File: config.mk
export PLATFORM = sky130hd
export DESIGN_NAME = tmr8_top
export DESIGN_NICKNAME = d
export VERILOG_FILES = /design/src/logic/tmr8_pkg.sv /design/src/logic/tmr8_if.sv /design/src/logic/tmr8_tick.sv /design/src/logic/tmr8_top.sv
export SDC_FILE = /design/constraint.sdc
export NUM_CORES = 1
export LEC_CHECK = 0
export BUFFER_PORTS_ARGS = -buffer_cell sky130_fd_sc_hd__buf_2
export CORE_AREA = 3 3 113 115
export CTS_CLUSTER_SIZE = 28
export DETAILED_ROUTE_END_ITERATION = 10
export DIE_AREA = 0 0 116 118
export PLACE_DENSITY_LB_ADDON = 0.15
export SETUP_SLACK_MARGIN = 0.4
export SKIP_LAST_GASP = 1
export SLEW_MARGIN = 20
export SYNTH_ARGS = -nofsm -noshare
export SYNTH_HDL_FRONTEND = slang
export SYNTH_HIERARCHICAL = 1
export SYNTH_SLANG_ARGS = --single-unit
File: constraint.sdc
create_clock -name mclk -period 2.7 [get_ports mclk]
set_input_delay 0.135 -clock mclk [delete_from_list [all_inputs] [get_ports mclk]]
set_output_delay 0.135 -clock mclk [all_outputs]
set_load 0.005 [all_outputs]
File: src/logic/tmr8_pkg.sv
// Shared constants and types for the 8-bit event/capture timer
package tmr8_pkg;
  // Register bus geometry
  localparam int          ADDR_W          = 5;
  localparam logic [4:0]  OFS_CTRL        = 5'h00;
  localparam logic [4:0]  OFS_REG_A       = 5'h04;
  localparam logic [4:0]  OFS_REG_B       = 5'h08;
  localparam logic [4:0]  OFS_EXT_CTRL    = 5'h0C;
  localparam logic [4:0]  OFS_IRQ_STAT    = 5'h10;
  localparam logic [4:0]  OFS_IRQ_MASK    = 5'h14;
  localparam logic [4:0]  OFS_COUNT       = 5'h18;
  // Control register fields
  localparam int          CTRL_START      = 0;
  localparam int          CTRL_MODE_LO    = 1;
  localparam int          CTRL_CLK_LO     = 3;
  localparam int          CTRL_SLOW_PRE   = 5;
  localparam int          CTRL_SOFT_CAP   = 6;
  localparam int          CTRL_SLOW_MODE  = 7;
  // External interrupt control field
  localparam int          EXT_EDGE_SEL    = 3;
  // Interrupt status field
  localparam int          STAT_TIMER      = 0;
  // Reset values
  localparam logic [7:0]  CTRL_RST        = 8'h00;
  localparam logic [7:0]  EXT_RST         = 8'h00;
  localparam logic [7:0]  MASK_RST        = 8'h00;
  localparam logic [7:0]  STAT_RST        = 8'h00;
  localparam logic [7:0]  COUNT_RST       = 8'h00;
  // Prescaler exponents
  localparam int          FC_DIV_W        = 12;
  localparam int          FC_EXP_0        = 12;
  localparam int          FC_EXP_1        = 10;
  localparam int          FC_EXP_2        = 7;
  localparam int          FS_DIV_W        = 4;
  localparam int          FS_EXP_0        = 4;
  localparam int          FS_EXP_1        = 2;
  // Capture overflow marker
  localparam logic [7:0]  CNT_OVF         = 8'hFF;
  // Bus responses
  localparam logic [1:0]  RESP_OKAY       = 2'h0;
  localparam logic [1:0]  RESP_SLVERR     = 2'h2;
  // Operating modes
  typedef enum logic [1:0] {
    TMR8_TIMER,
    TMR8_EVENT,
    TMR8_CAPTURE,
    TMR8_RSVD
  } tmr8_mode_t;
endpackage : tmr8_pkg

File: src/logic/tmr8_if.sv
// Carrier between the timer top and its tick/edge generator
`timescale 1ns/1ps
interface tmr8_if;
  logic [1:0] clk_sel;   // Internal clock choice
  logic       slow_pre;  // Low-frequency prescale option
  logic       slow_mode; // Slow or sleep operation
  logic       edge_sel;  // Active edge, 1 = falling
  logic       tick;      // Internal count pulse
  logic       act_edge;  // Active-polarity pin edge
  logic       opp_edge;  // Opposite-polarity pin edge
  modport ctl (output clk_sel, slow_pre, slow_mode, edge_sel, input tick, act_edge, opp_edge);
  modport gen (input clk_sel, slow_pre, slow_mode, edge_sel, output tick, act_edge, opp_edge);
endinterface : tmr8_if

File: src/logic/tmr8_tick.sv
// Prescaler and timer input edge detector
`timescale 1ns/1ps
module tmr8_tick
  import tmr8_pkg::*;
(
  // Clock and reset
  input  wire logic mclk,
  input  wire logic rst_n,
  // Pins
  input  wire logic low_freq_clock,
  input  wire logic timer_input_pin,
  // Carrier
  tmr8_if.gen       tb
);
  typedef struct packed {
    logic [FC_DIV_W-1:0] fc_div; // Free divider of mclk
    logic                fs_q;   // Last low-frequency level
    logic [FS_DIV_W-1:0] fs_div; // Divider of low-frequency edges
    logic                pin_s1; // Synchroniser, first stage
    logic                pin_s2; // Synchroniser, second stage
    logic                pin_s3; // Edge detect history
    logic                tick;
    logic                act;
    logic                opp;
  } tmr8_tick_t;

  tmr8_tick_t s;
  tmr8_tick_t next_s;

  // True when the low n bits are all ones
  function automatic logic low_ones(input logic [FC_DIV_W-1:0] v, input int n);
    logic r;
    r = 1'b1;
    for (int i = 0; i < FC_DIV_W; i++) begin
      if (i < n && !v[i]) r = 1'b0;
    end
    return r;
  endfunction : low_ones

  ////////////////////////////////////////////////////////////////
  // Next state: dividers, clock choice, pin edges
  always_comb begin
    logic fs_rise;
    logic [FC_DIV_W-1:0] fs_ext;
    logic rise;
    logic fall;
    next_s = s;
    fs_rise = low_freq_clock & ~s.fs_q;
    fs_ext = {{(FC_DIV_W-FS_DIV_W){1'b0}}, s.fs_div};
    rise = s.pin_s2 & ~s.pin_s3;
    fall = ~s.pin_s2 & s.pin_s3;
    next_s.fs_q = low_freq_clock;
    next_s.fc_div = FC_DIV_W'(s.fc_div + 1'b1);
    if (fs_rise) next_s.fs_div = FS_DIV_W'(s.fs_div + 1'b1);
    // Slow modes allow only the low-frequency clock over 16
    if (tb.slow_mode) begin
      next_s.tick = fs_rise & low_ones(fs_ext, FS_EXP_0);
    end else if (tb.slow_pre) begin
      case (tb.clk_sel)
        2'h0:    next_s.tick = fs_rise & low_ones(fs_ext, FS_EXP_0);
        2'h1:    next_s.tick = fs_rise & low_ones(fs_ext, FS_EXP_1);
        default: next_s.tick = low_ones(s.fc_div, FC_EXP_2);
      endcase
    end else begin
      case (tb.clk_sel)
        2'h0:    next_s.tick = low_ones(s.fc_div, FC_EXP_0);
        2'h1:    next_s.tick = low_ones(s.fc_div, FC_EXP_1);
        default: next_s.tick = low_ones(s.fc_div, FC_EXP_2);
      endcase
    end
    // Two-stage synchroniser, edges seen past the second stage
    next_s.pin_s1 = timer_input_pin;
    next_s.pin_s2 = s.pin_s1;
    next_s.pin_s3 = s.pin_s2;
    // Edge polarity chosen by the edge select bit
    next_s.act = tb.edge_sel ? fall : rise;
    next_s.opp = tb.edge_sel ? rise : fall;
  end

  // State register
  always_ff @(posedge mclk or negedge rst_n) begin
    if (!rst_n) s <= '0;
    else s <= next_s;
  end

  assign tb.tick     = s.tick;
  assign tb.act_edge = s.act;
  assign tb.opp_edge = s.opp;
endmodule : tmr8_tick

File: src/logic/tmr8_top.sv
// 8-bit timer, event counter and input capture with AXI4-Lite registers
`timescale 1ns/1ps
module tmr8_top
  import tmr8_pkg::*;
(
  // Clock and reset
  input  wire logic              mclk,
  input  wire logic              rst_n,
  // AXI4-Lite write address
  input  wire logic              s_axi_awvalid,
  output wire logic              s_axi_awready,
  input  wire logic [ADDR_W-1:0] s_axi_awaddr,
  input  wire logic [2:0]        s_axi_awprot,
  // AXI4-Lite write data
  input  wire logic              s_axi_wvalid,
  output wire logic              s_axi_wready,
  input  wire logic [31:0]       s_axi_wdata,
  input  wire logic [3:0]        s_axi_wstrb,
  // AXI4-Lite write response
  output wire logic              s_axi_bvalid,
  input  wire logic              s_axi_bready,
  output wire logic [1:0]        s_axi_bresp,
  // AXI4-Lite read address
  input  wire logic              s_axi_arvalid,
  output wire logic              s_axi_arready,
  input  wire logic [ADDR_W-1:0] s_axi_araddr,
  input  wire logic [2:0]        s_axi_arprot,
  // AXI4-Lite read data
  output wire logic              s_axi_rvalid,
  input  wire logic              s_axi_rready,
  output wire logic [31:0]       s_axi_rdata,
  output wire logic [1:0]        s_axi_rresp,
  // Pins
  input  wire logic              low_freq_clock,
  input  wire logic              timer_input_pin,
  // Interrupt
  output wire logic              timer_irq
);

  ////////////////////////////////////////////////////////////////
  // State types

  // Control, bus and counter state initialised by the synchronised reset
  typedef struct packed {
    logic              aw_have; // Write address held
    logic [ADDR_W-1:0] aw_addr;
    logic              w_have;  // Write data held
    logic [31:0]       w_data;
    logic [3:0]        w_strb;
    logic              bvalid;
    logic [1:0]        bresp;
    logic              rvalid;
    logic [31:0]       rdata;
    logic [1:0]        rresp;
    logic [7:0]        ctrl;    // timer_ctrl_reg
    logic [7:0]        ext;     // ext_int_control_reg
    logic [7:0]        mask;    // Interrupt mask
    logic [7:0]        stat;    // Sticky interrupt status
    logic [7:0]        cnt;     // Up-counter
    logic              armed;   // Capture and overflow enabled
  } tmr8_state_t;

  tmr8_state_t s;
  tmr8_state_t next_s;

  // Data registers kept outside the reset struct
  logic [7:0] compare_capture_reg_a;
  logic [7:0] capture_reg_b;
  logic [7:0] next_a;
  logic [7:0] next_b;

  // Synchronised reset
  logic [1:0] rst_pipe;
  logic       rst_n_sync;

  // Carrier to the tick generator
  tmr8_if tif ();

  ////////////////////////////////////////////////////////////////
  // Helpers

  // Word-aligned address compare, lane bits ignored
  function automatic logic hit(input logic [ADDR_W-1:0] a, input logic [ADDR_W-1:0] ofs);
    return a[ADDR_W-1:2] == ofs[ADDR_W-1:2];
  endfunction : hit

  // True for any mapped register
  function automatic logic mapped(input logic [ADDR_W-1:0] a);
    return hit(a, OFS_CTRL) | hit(a, OFS_REG_A) | hit(a, OFS_REG_B) |
           hit(a, OFS_EXT_CTRL) | hit(a, OFS_IRQ_STAT) | hit(a, OFS_IRQ_MASK) |
           hit(a, OFS_COUNT);
  endfunction : mapped

  ////////////////////////////////////////////////////////////////
  // Reset release through two flops

  // Assertion is immediate, release waits two edges
  always_ff @(posedge mclk or negedge rst_n) begin
    if (!rst_n) begin
      rst_pipe <= 2'h0;
    end else begin
      rst_pipe <= {rst_pipe[0], 1'b1};
    end
  end
  assign rst_n_sync = rst_pipe[1];

  ////////////////////////////////////////////////////////////////
  // Tick and edge generator

  assign tif.clk_sel   = s.ctrl[CTRL_CLK_LO +: 2];
  assign tif.slow_pre  = s.ctrl[CTRL_SLOW_PRE];
  assign tif.slow_mode = s.ctrl[CTRL_SLOW_MODE];
  assign tif.edge_sel  = s.ext[EXT_EDGE_SEL];

  tmr8_tick u_tick (
    .mclk            (mclk),
    .rst_n           (rst_n_sync),
    .low_freq_clock  (low_freq_clock),
    .timer_input_pin (timer_input_pin),
    .tb              (tif.gen)
  );

  ////////////////////////////////////////////////////////////////
  // Next state

  always_comb begin
    logic       do_wr;     // Address and data both held
    logic       wr_lane;   // Low byte lane enabled
    logic       ar_fire;   // Read address taken
    logic       ev;        // Timer interrupt event
    logic       soft_cap;  // Soft capture requested
    logic [7:0] wb;        // Write byte
    logic [7:0] w1c;       // Status bits being cleared
    logic [7:0] rd;        // Read mux
    tmr8_mode_t mode;
    next_s   = s;
    next_a   = compare_capture_reg_a;
    next_b   = capture_reg_b;
    do_wr    = s.aw_have & s.w_have & ~s.bvalid;
    wr_lane  = s.w_strb[0];
    ar_fire  = s_axi_arvalid & ~s.rvalid;
    ev       = 1'b0;
    soft_cap = 1'b0;
    wb       = s.w_data[7:0];
    w1c      = 8'h00;
    rd       = 8'h00;
    mode     = tmr8_mode_t'(s.ctrl[CTRL_MODE_LO +: 2]);

    // Write channels are taken in either order
    if (s_axi_awvalid && !s.aw_have && !s.bvalid) begin
      next_s.aw_have = 1'b1;
      next_s.aw_addr = s_axi_awaddr;
    end
    if (s_axi_wvalid && !s.w_have && !s.bvalid) begin
      next_s.w_have = 1'b1;
      next_s.w_data = s_axi_wdata;
      next_s.w_strb = s_axi_wstrb;
    end
    // Response retires on bready
    if (s.bvalid && s_axi_bready) begin
      next_s.bvalid = 1'b0;
    end

    // Register write once both halves are held
    if (do_wr) begin
      next_s.aw_have = 1'b0;
      next_s.w_have  = 1'b0;
      next_s.bvalid  = 1'b1;
      next_s.bresp   = mapped(s.aw_addr) ? RESP_OKAY : RESP_SLVERR;
      if (wr_lane) begin
        if (hit(s.aw_addr, OFS_CTRL)) begin
          // Request bit is never stored, so it reads back as zero
          next_s.ctrl = wb & ~(8'h01 << CTRL_SOFT_CAP);
          soft_cap    = wb[CTRL_SOFT_CAP];
        end
        if (hit(s.aw_addr, OFS_REG_A)) begin
          next_a = wb;
        end
        if (hit(s.aw_addr, OFS_EXT_CTRL)) begin
          next_s.ext = wb;
        end
        if (hit(s.aw_addr, OFS_IRQ_MASK)) begin
          next_s.mask = wb;
        end
        if (hit(s.aw_addr, OFS_IRQ_STAT)) begin
          w1c = wb;
        end
      end
    end

    // Read mux, register B and count are read-only
    if (hit(s_axi_araddr, OFS_CTRL))          rd = s.ctrl;
    else if (hit(s_axi_araddr, OFS_REG_A))    rd = compare_capture_reg_a;
    else if (hit(s_axi_araddr, OFS_REG_B))    rd = capture_reg_b;
    else if (hit(s_axi_araddr, OFS_EXT_CTRL)) rd = s.ext;
    else if (hit(s_axi_araddr, OFS_IRQ_STAT)) rd = s.stat;
    else if (hit(s_axi_araddr, OFS_IRQ_MASK)) rd = s.mask;
    else if (hit(s_axi_araddr, OFS_COUNT))    rd = s.cnt;
    else                                      rd = 8'h00;

    // Read answer one edge after the address is taken
    if (s.rvalid && s_axi_rready) begin
      next_s.rvalid = 1'b0;
    end
    if (ar_fire) begin
      next_s.rvalid = 1'b1;
      next_s.rdata  = {24'h000000, rd};
      next_s.rresp  = mapped(s_axi_araddr) ? RESP_OKAY : RESP_SLVERR;
      // Reading A re-arms capture; a capture in this same cycle still wins
      if (hit(s_axi_araddr, OFS_REG_A)) begin
        next_s.armed = 1'b1;
      end
    end

    // Counter engine, uses the current control value
    if (!s.ctrl[CTRL_START]) begin
      // Stopped: counter held at zero, capture ready
      next_s.cnt   = COUNT_RST;
      next_s.armed = 1'b1;
    end else begin
      case (mode) // Three modes, the fourth code only holds
        TMR8_TIMER: begin
          // Internal clock counting with compare on A
          if (tif.tick) begin
            if (s.cnt == compare_capture_reg_a) begin
              next_s.cnt = COUNT_RST;
              ev         = 1'b1;
            end else begin
              next_s.cnt = 8'(s.cnt + 1'b1);
            end
          end
          // Soft capture of the live count
          if (soft_cap) next_b = s.cnt;
        end
        TMR8_EVENT: begin
          // Pin edges advance the counter
          if (tif.act_edge) begin
            if (s.cnt == compare_capture_reg_a) begin
              next_s.cnt = COUNT_RST;
              ev         = 1'b1;
            end else begin
              next_s.cnt = 8'(s.cnt + 1'b1);
            end
          end
          // Soft capture works here as well
          if (soft_cap) next_b = s.cnt;
        end
        TMR8_CAPTURE: begin
          // Free run on the internal clock; wraps through zero
          if (tif.tick) begin
            next_s.cnt = 8'(s.cnt + 1'b1);
          end
          if (tif.act_edge && s.armed) begin
            // Period capture clears the counter
            next_a       = s.cnt;
            next_s.cnt   = COUNT_RST;
            ev           = 1'b1;
            next_s.armed = 1'b0;
          end else if (tif.tick && s.cnt == CNT_OVF && s.armed) begin
            // Overflow marker in A
            next_a       = CNT_OVF;
            ev           = 1'b1;
            next_s.armed = 1'b0;
          end
          // Width capture, count carries on
          if (tif.opp_edge && s.armed) begin
            next_b = s.cnt;
          end
        end
        default: begin
          // Reserved mode code holds the counter
          next_s.cnt = s.cnt;
        end
      endcase
    end

    // Sticky status, a new event beats a clear in the same cycle
    next_s.stat = (s.stat & ~w1c) | {7'h00, ev};
  end

  ////////////////////////////////////////////////////////////////
  // Registers

  // Control and bus state, initialised by reset
  always_ff @(posedge mclk or negedge rst_n_sync) begin
    if (!rst_n_sync) begin
      s       <= '0;
      s.ctrl  <= CTRL_RST;
      s.ext   <= EXT_RST;
      s.mask  <= MASK_RST;
      s.stat  <= STAT_RST;
      s.cnt   <= COUNT_RST;
      s.armed <= 1'b1;
    end else begin
      s <= next_s;
    end
  end

  // Registers A and B carry no reset, contents survive it
  always_ff @(posedge mclk) begin
    compare_capture_reg_a <= next_a;
    capture_reg_b         <= next_b;
  end

  ////////////////////////////////////////////////////////////////
  // Outputs

  // Ready only while the channel's holding slot is free
  assign s_axi_awready = ~s.aw_have & ~s.bvalid;
  assign s_axi_wready  = ~s.w_have & ~s.bvalid;
  assign s_axi_bvalid  = s.bvalid;
  assign s_axi_bresp   = s.bresp;
  assign s_axi_arready = ~s.rvalid;
  assign s_axi_rvalid  = s.rvalid;
  assign s_axi_rdata   = s.rdata;
  assign s_axi_rresp   = s.rresp;

  // Level interrupt from unmasked sticky bits
  assign timer_irq = |(s.stat & s.mask);

endmodule : tmr8_top

==> impl_results.md <==
* Final hold violations at 0
* Min Tclk post-route at just under 2 ns
* Worst-margin pin slew at ~0.7 ns
* Max Buffers Root-to-Sink at 2
* Leak at around 2.7 nW
* Avg Inst Size Synth at 11.8 um2
* Largest delay share family, worst path: simple AND/OR/NAND/NOR gates
* Vias at ~3,400
* Unique cell type count in the Yosys netlist at 61
* Antenna violations before repair at 0
* Critical path required time at around 2.8 ns
* Critical Path Most Common Cell: buf_4
* Ys async rst share at 0.850
* DP Cell Count at 609
* Num CTS Buffers at 9
* Root buffer cell: clkbuf_16
* Status: finished, final reports clean
* DR pass1 iterations at 4
* Setup crit end kind: flop
* Die width at 116 um
* Setup violators final at 0
* Synthesized flop and latch total at between 100 and 150
* Worst hold-check path type: input port to flop
* Finished Layout Cells at roughly 640
* Max stage delay on crit path at 0.43 ns
* DRT iter0 DRCs at between 200 and 250
* Ys Warns at 6
* Flop pwr share at 0.498
* Setup Buffers After CTS at 0
* Post-Synthesis Cells at roughly 450
* CP max FO at 10
* Max Cap Viol at 0
* Crit-path cells: nand3b_4 > nor4_4 > buf_4 > nand3b_1 > a21oi_1 > buf_4
* Crit path launch type: flop
* H-tree depth at 3
* Largest net degree at the start of global routing at 53
* Die ar. at ~14,000 um2
* Initial Util at 0.442
* Core box area at between 10,000 and 15,000 um2
* Routed wire length at 11,100 um
* Worst Skew at 0.00622 ns
* Port Buffer Count at 39
* Worst slack, placed at between 0.7 and 0.8 ns
* Switching Fraction at 0.324
* GR Overflow Total at 0
* Utilization after layout at 0.494
* Post-synth top area share at 0.428
* Finished Cell Area at between 5000 and 6000 um2
* RSZ-0062 raised after global routing: no
* CP max stage cell: dfrtp_1
* CP Class: flop to flop
* R2R setup slack at 0.75 ns
* DRC at 0
* Rel. slew slack at 0.537
* Post-route ant nets at 0
* Mapped Area at between 5000 and 6000 um2
* Cell with the most instances after synthesis: dfrtp_1
* Post-synthesis sequential area ratio at 0.509
* Synth cell count leaders: 90 x dfrtp_1, 40 x mux2_2, 38 x buf_4, 22 x mux2i_1, 21 x a21oi_1
* Total track usage at 0.172
* Clock-pin slew on the worst setup and hold paths at about 0.070 ns
* Peak Freq at 0.513 GHz
* I/O pin total at 103
* Clock power share at 0.271
* Chip height at ~120 um
* Post-cts sizing count at 0
* Fin crit share at 0.722
* Synth Flop Type: dfrtp_1
* Num rows at 40
* Top cells by area, synth: dfrtp_1 43%, mux2_2 8.6%, buf_4 5.4%
* Setup tns final at 0 ns
* Int Power at roughly 0.0035 W
* Area grow syn2layout at 11.7%
* Crit path DAT at roughly 2 ns
* First-pass GRT wire length at 18,000 um
* Layout cells sized above 1 at 0.230
* PwrDens at approximately 890 nW/um2
* CTS tree: built
* Vias per cell at about 5.3
* Pins Over Slew Limit at 0
* Post-DP Area at roughly 5400 um2
* Largest area contributor in the synthesized netlist: dfrtp_1
* Wire per inst at about 17 um
* Fin nets at between 500 and 600
* Clock tree sinks at 107
* RD Place Congestion at slightly below 0.9
* Worst setup margin at roughly 0.75 ns
* Diode count at 0
* Psw at 0.00170 W
* Max rail drop VDD at 0.000666 V
* Number of flops mapped to enable cells by yosys at 8
* Vias in the first global route at between 3,000 and 4,000
* Worst-Skew Late Latency at between 0.3 and 0.4 ns
* Hpwl dp at 7680 um
* Buf+Inv Stages, Crit Path at 2
* Combinational group share of total power at 0.231
==> layer usage <==
layer  GRT usage  up-vias  share of wire
li1            -     1627              -
met5           0        -              0
met1       0.230     1672           0.46
met3      0.0380       10          0.033
met4      0.0638        0          0.017
met2       0.272       63           0.49
==> final timing paths <==
| check | start | to | depth (start not counted) |
|---|---|---|---|
| max | s_axi_bvalid | capture_reg_b[4] | 6 |
| max in group asynchronous | rst_pipe[1] | s[0] | 1 |
| min reg2reg | rst_pipe[1] | u_tick/next_s[3] | 0 |
| min | s_axi_wdata[0] | s[83] | 2 |
| min in group asynchronous | rst_n | rst_pipe[1] | 2 |
| max reg2reg | s_axi_bvalid | capture_reg_b[4] | 6 |
==> area by class of cell <==
class                           instances  area, um2
Tap cell                              147        184
Fill cell                            1118       6030
Sequential cell                       107       2680
Clock buffer                           11        233
Clock inverter                          5       86.3
Multi-Input combinational cell        302       2280
Timing Repair Buffer                   56        370
Inverter                               11       41.3
==> metrics by stage <==
| step | total power [W] | hold slack (ns) |
|---|---|---|
| detailed placement | 0.00385 | -0.0780 |
| finish | 0.00524 | 0.0200 |
| global route | 0.00556 | 0.000272 |
| CTS | 0.00532 | 0.000139 |
| global placement | 0.00380 | -0.0799 |
| floorplan | 0.00348 | -0.161 |
==> cells in the final DEF (no fill, tap or decap), drive strengths merged, types with 8 or more instances in the layout <==
| cell type | n |
|---|---|
| dfrtp | 90 |
| buf | 42 |
| mux2 | 40 |
| conb | 27 |
| mux2i | 22 |
| a21oi | 21 |
| xor2 | 20 |
| nor2 | 20 |
| nand2 | 15 |
| dlygate4sd3 | 14 |
| nor3 | 14 |
| o21ai | 13 |
| inv | 12 |
| clkbuf | 11 |
| nand3 | 10 |
| a221oi | 8 |
| edfxtp | 8 |
| dfxtp | 8 |
==> repair_timing <==
item,CTS,global route
hold buffers,14,0
endpoints found under the hold margin,15,0
endpoints found under the setup margin,0,0
==> flip-flops by register name (all words and copies together), names as in the netlist <==
name and count:
s 54, u_tick/s 18, capture_reg_b 8, compare_capture_reg_a 8, s_axi_rdata 8, rst_pipe 2
u_tick/next_s 2, s_axi_bresp 1, s_axi_bvalid 1, s_axi_rresp 1, s_axi_rvalid 1, u_tick/tb.act_edge 1
u_tick/tb.opp_edge 1, u_tick/tb.tick 1
==> power by group through the flow <==
stage / sequential (W) / combinational [W] / clock, W
detailed placement: 0.00265 / 0.00121 / 0
CTS: 0.00262 / 0.00123 / 0.00147
global placement: 0.00263 / 0.00117 / 0
global route: 0.00268 / 0.00136 / 0.00152
finish: 0.00261 / 0.00121 / 0.00142
floorplan: 0.00244 / 0.00103 / 0
==> kinds of logic (layout without fill, tap and decap cells) <==
logic type	after synthesis	after routing	share of synthesized area
adder cells (fa/ha/maj)	5	5	0.0119
other	2	27	0.00143
flip-flops	107	107	0.509
AND/OR/NAND/NOR	100	100	0.125
buffers and inverters	64	83	0.0756
multiplexers	62	62	0.127
XOR/XNOR	25	25	0.0416
AO/OA/AOI/OAI	83	83	0.108
(Power assumes the default switching activity.)
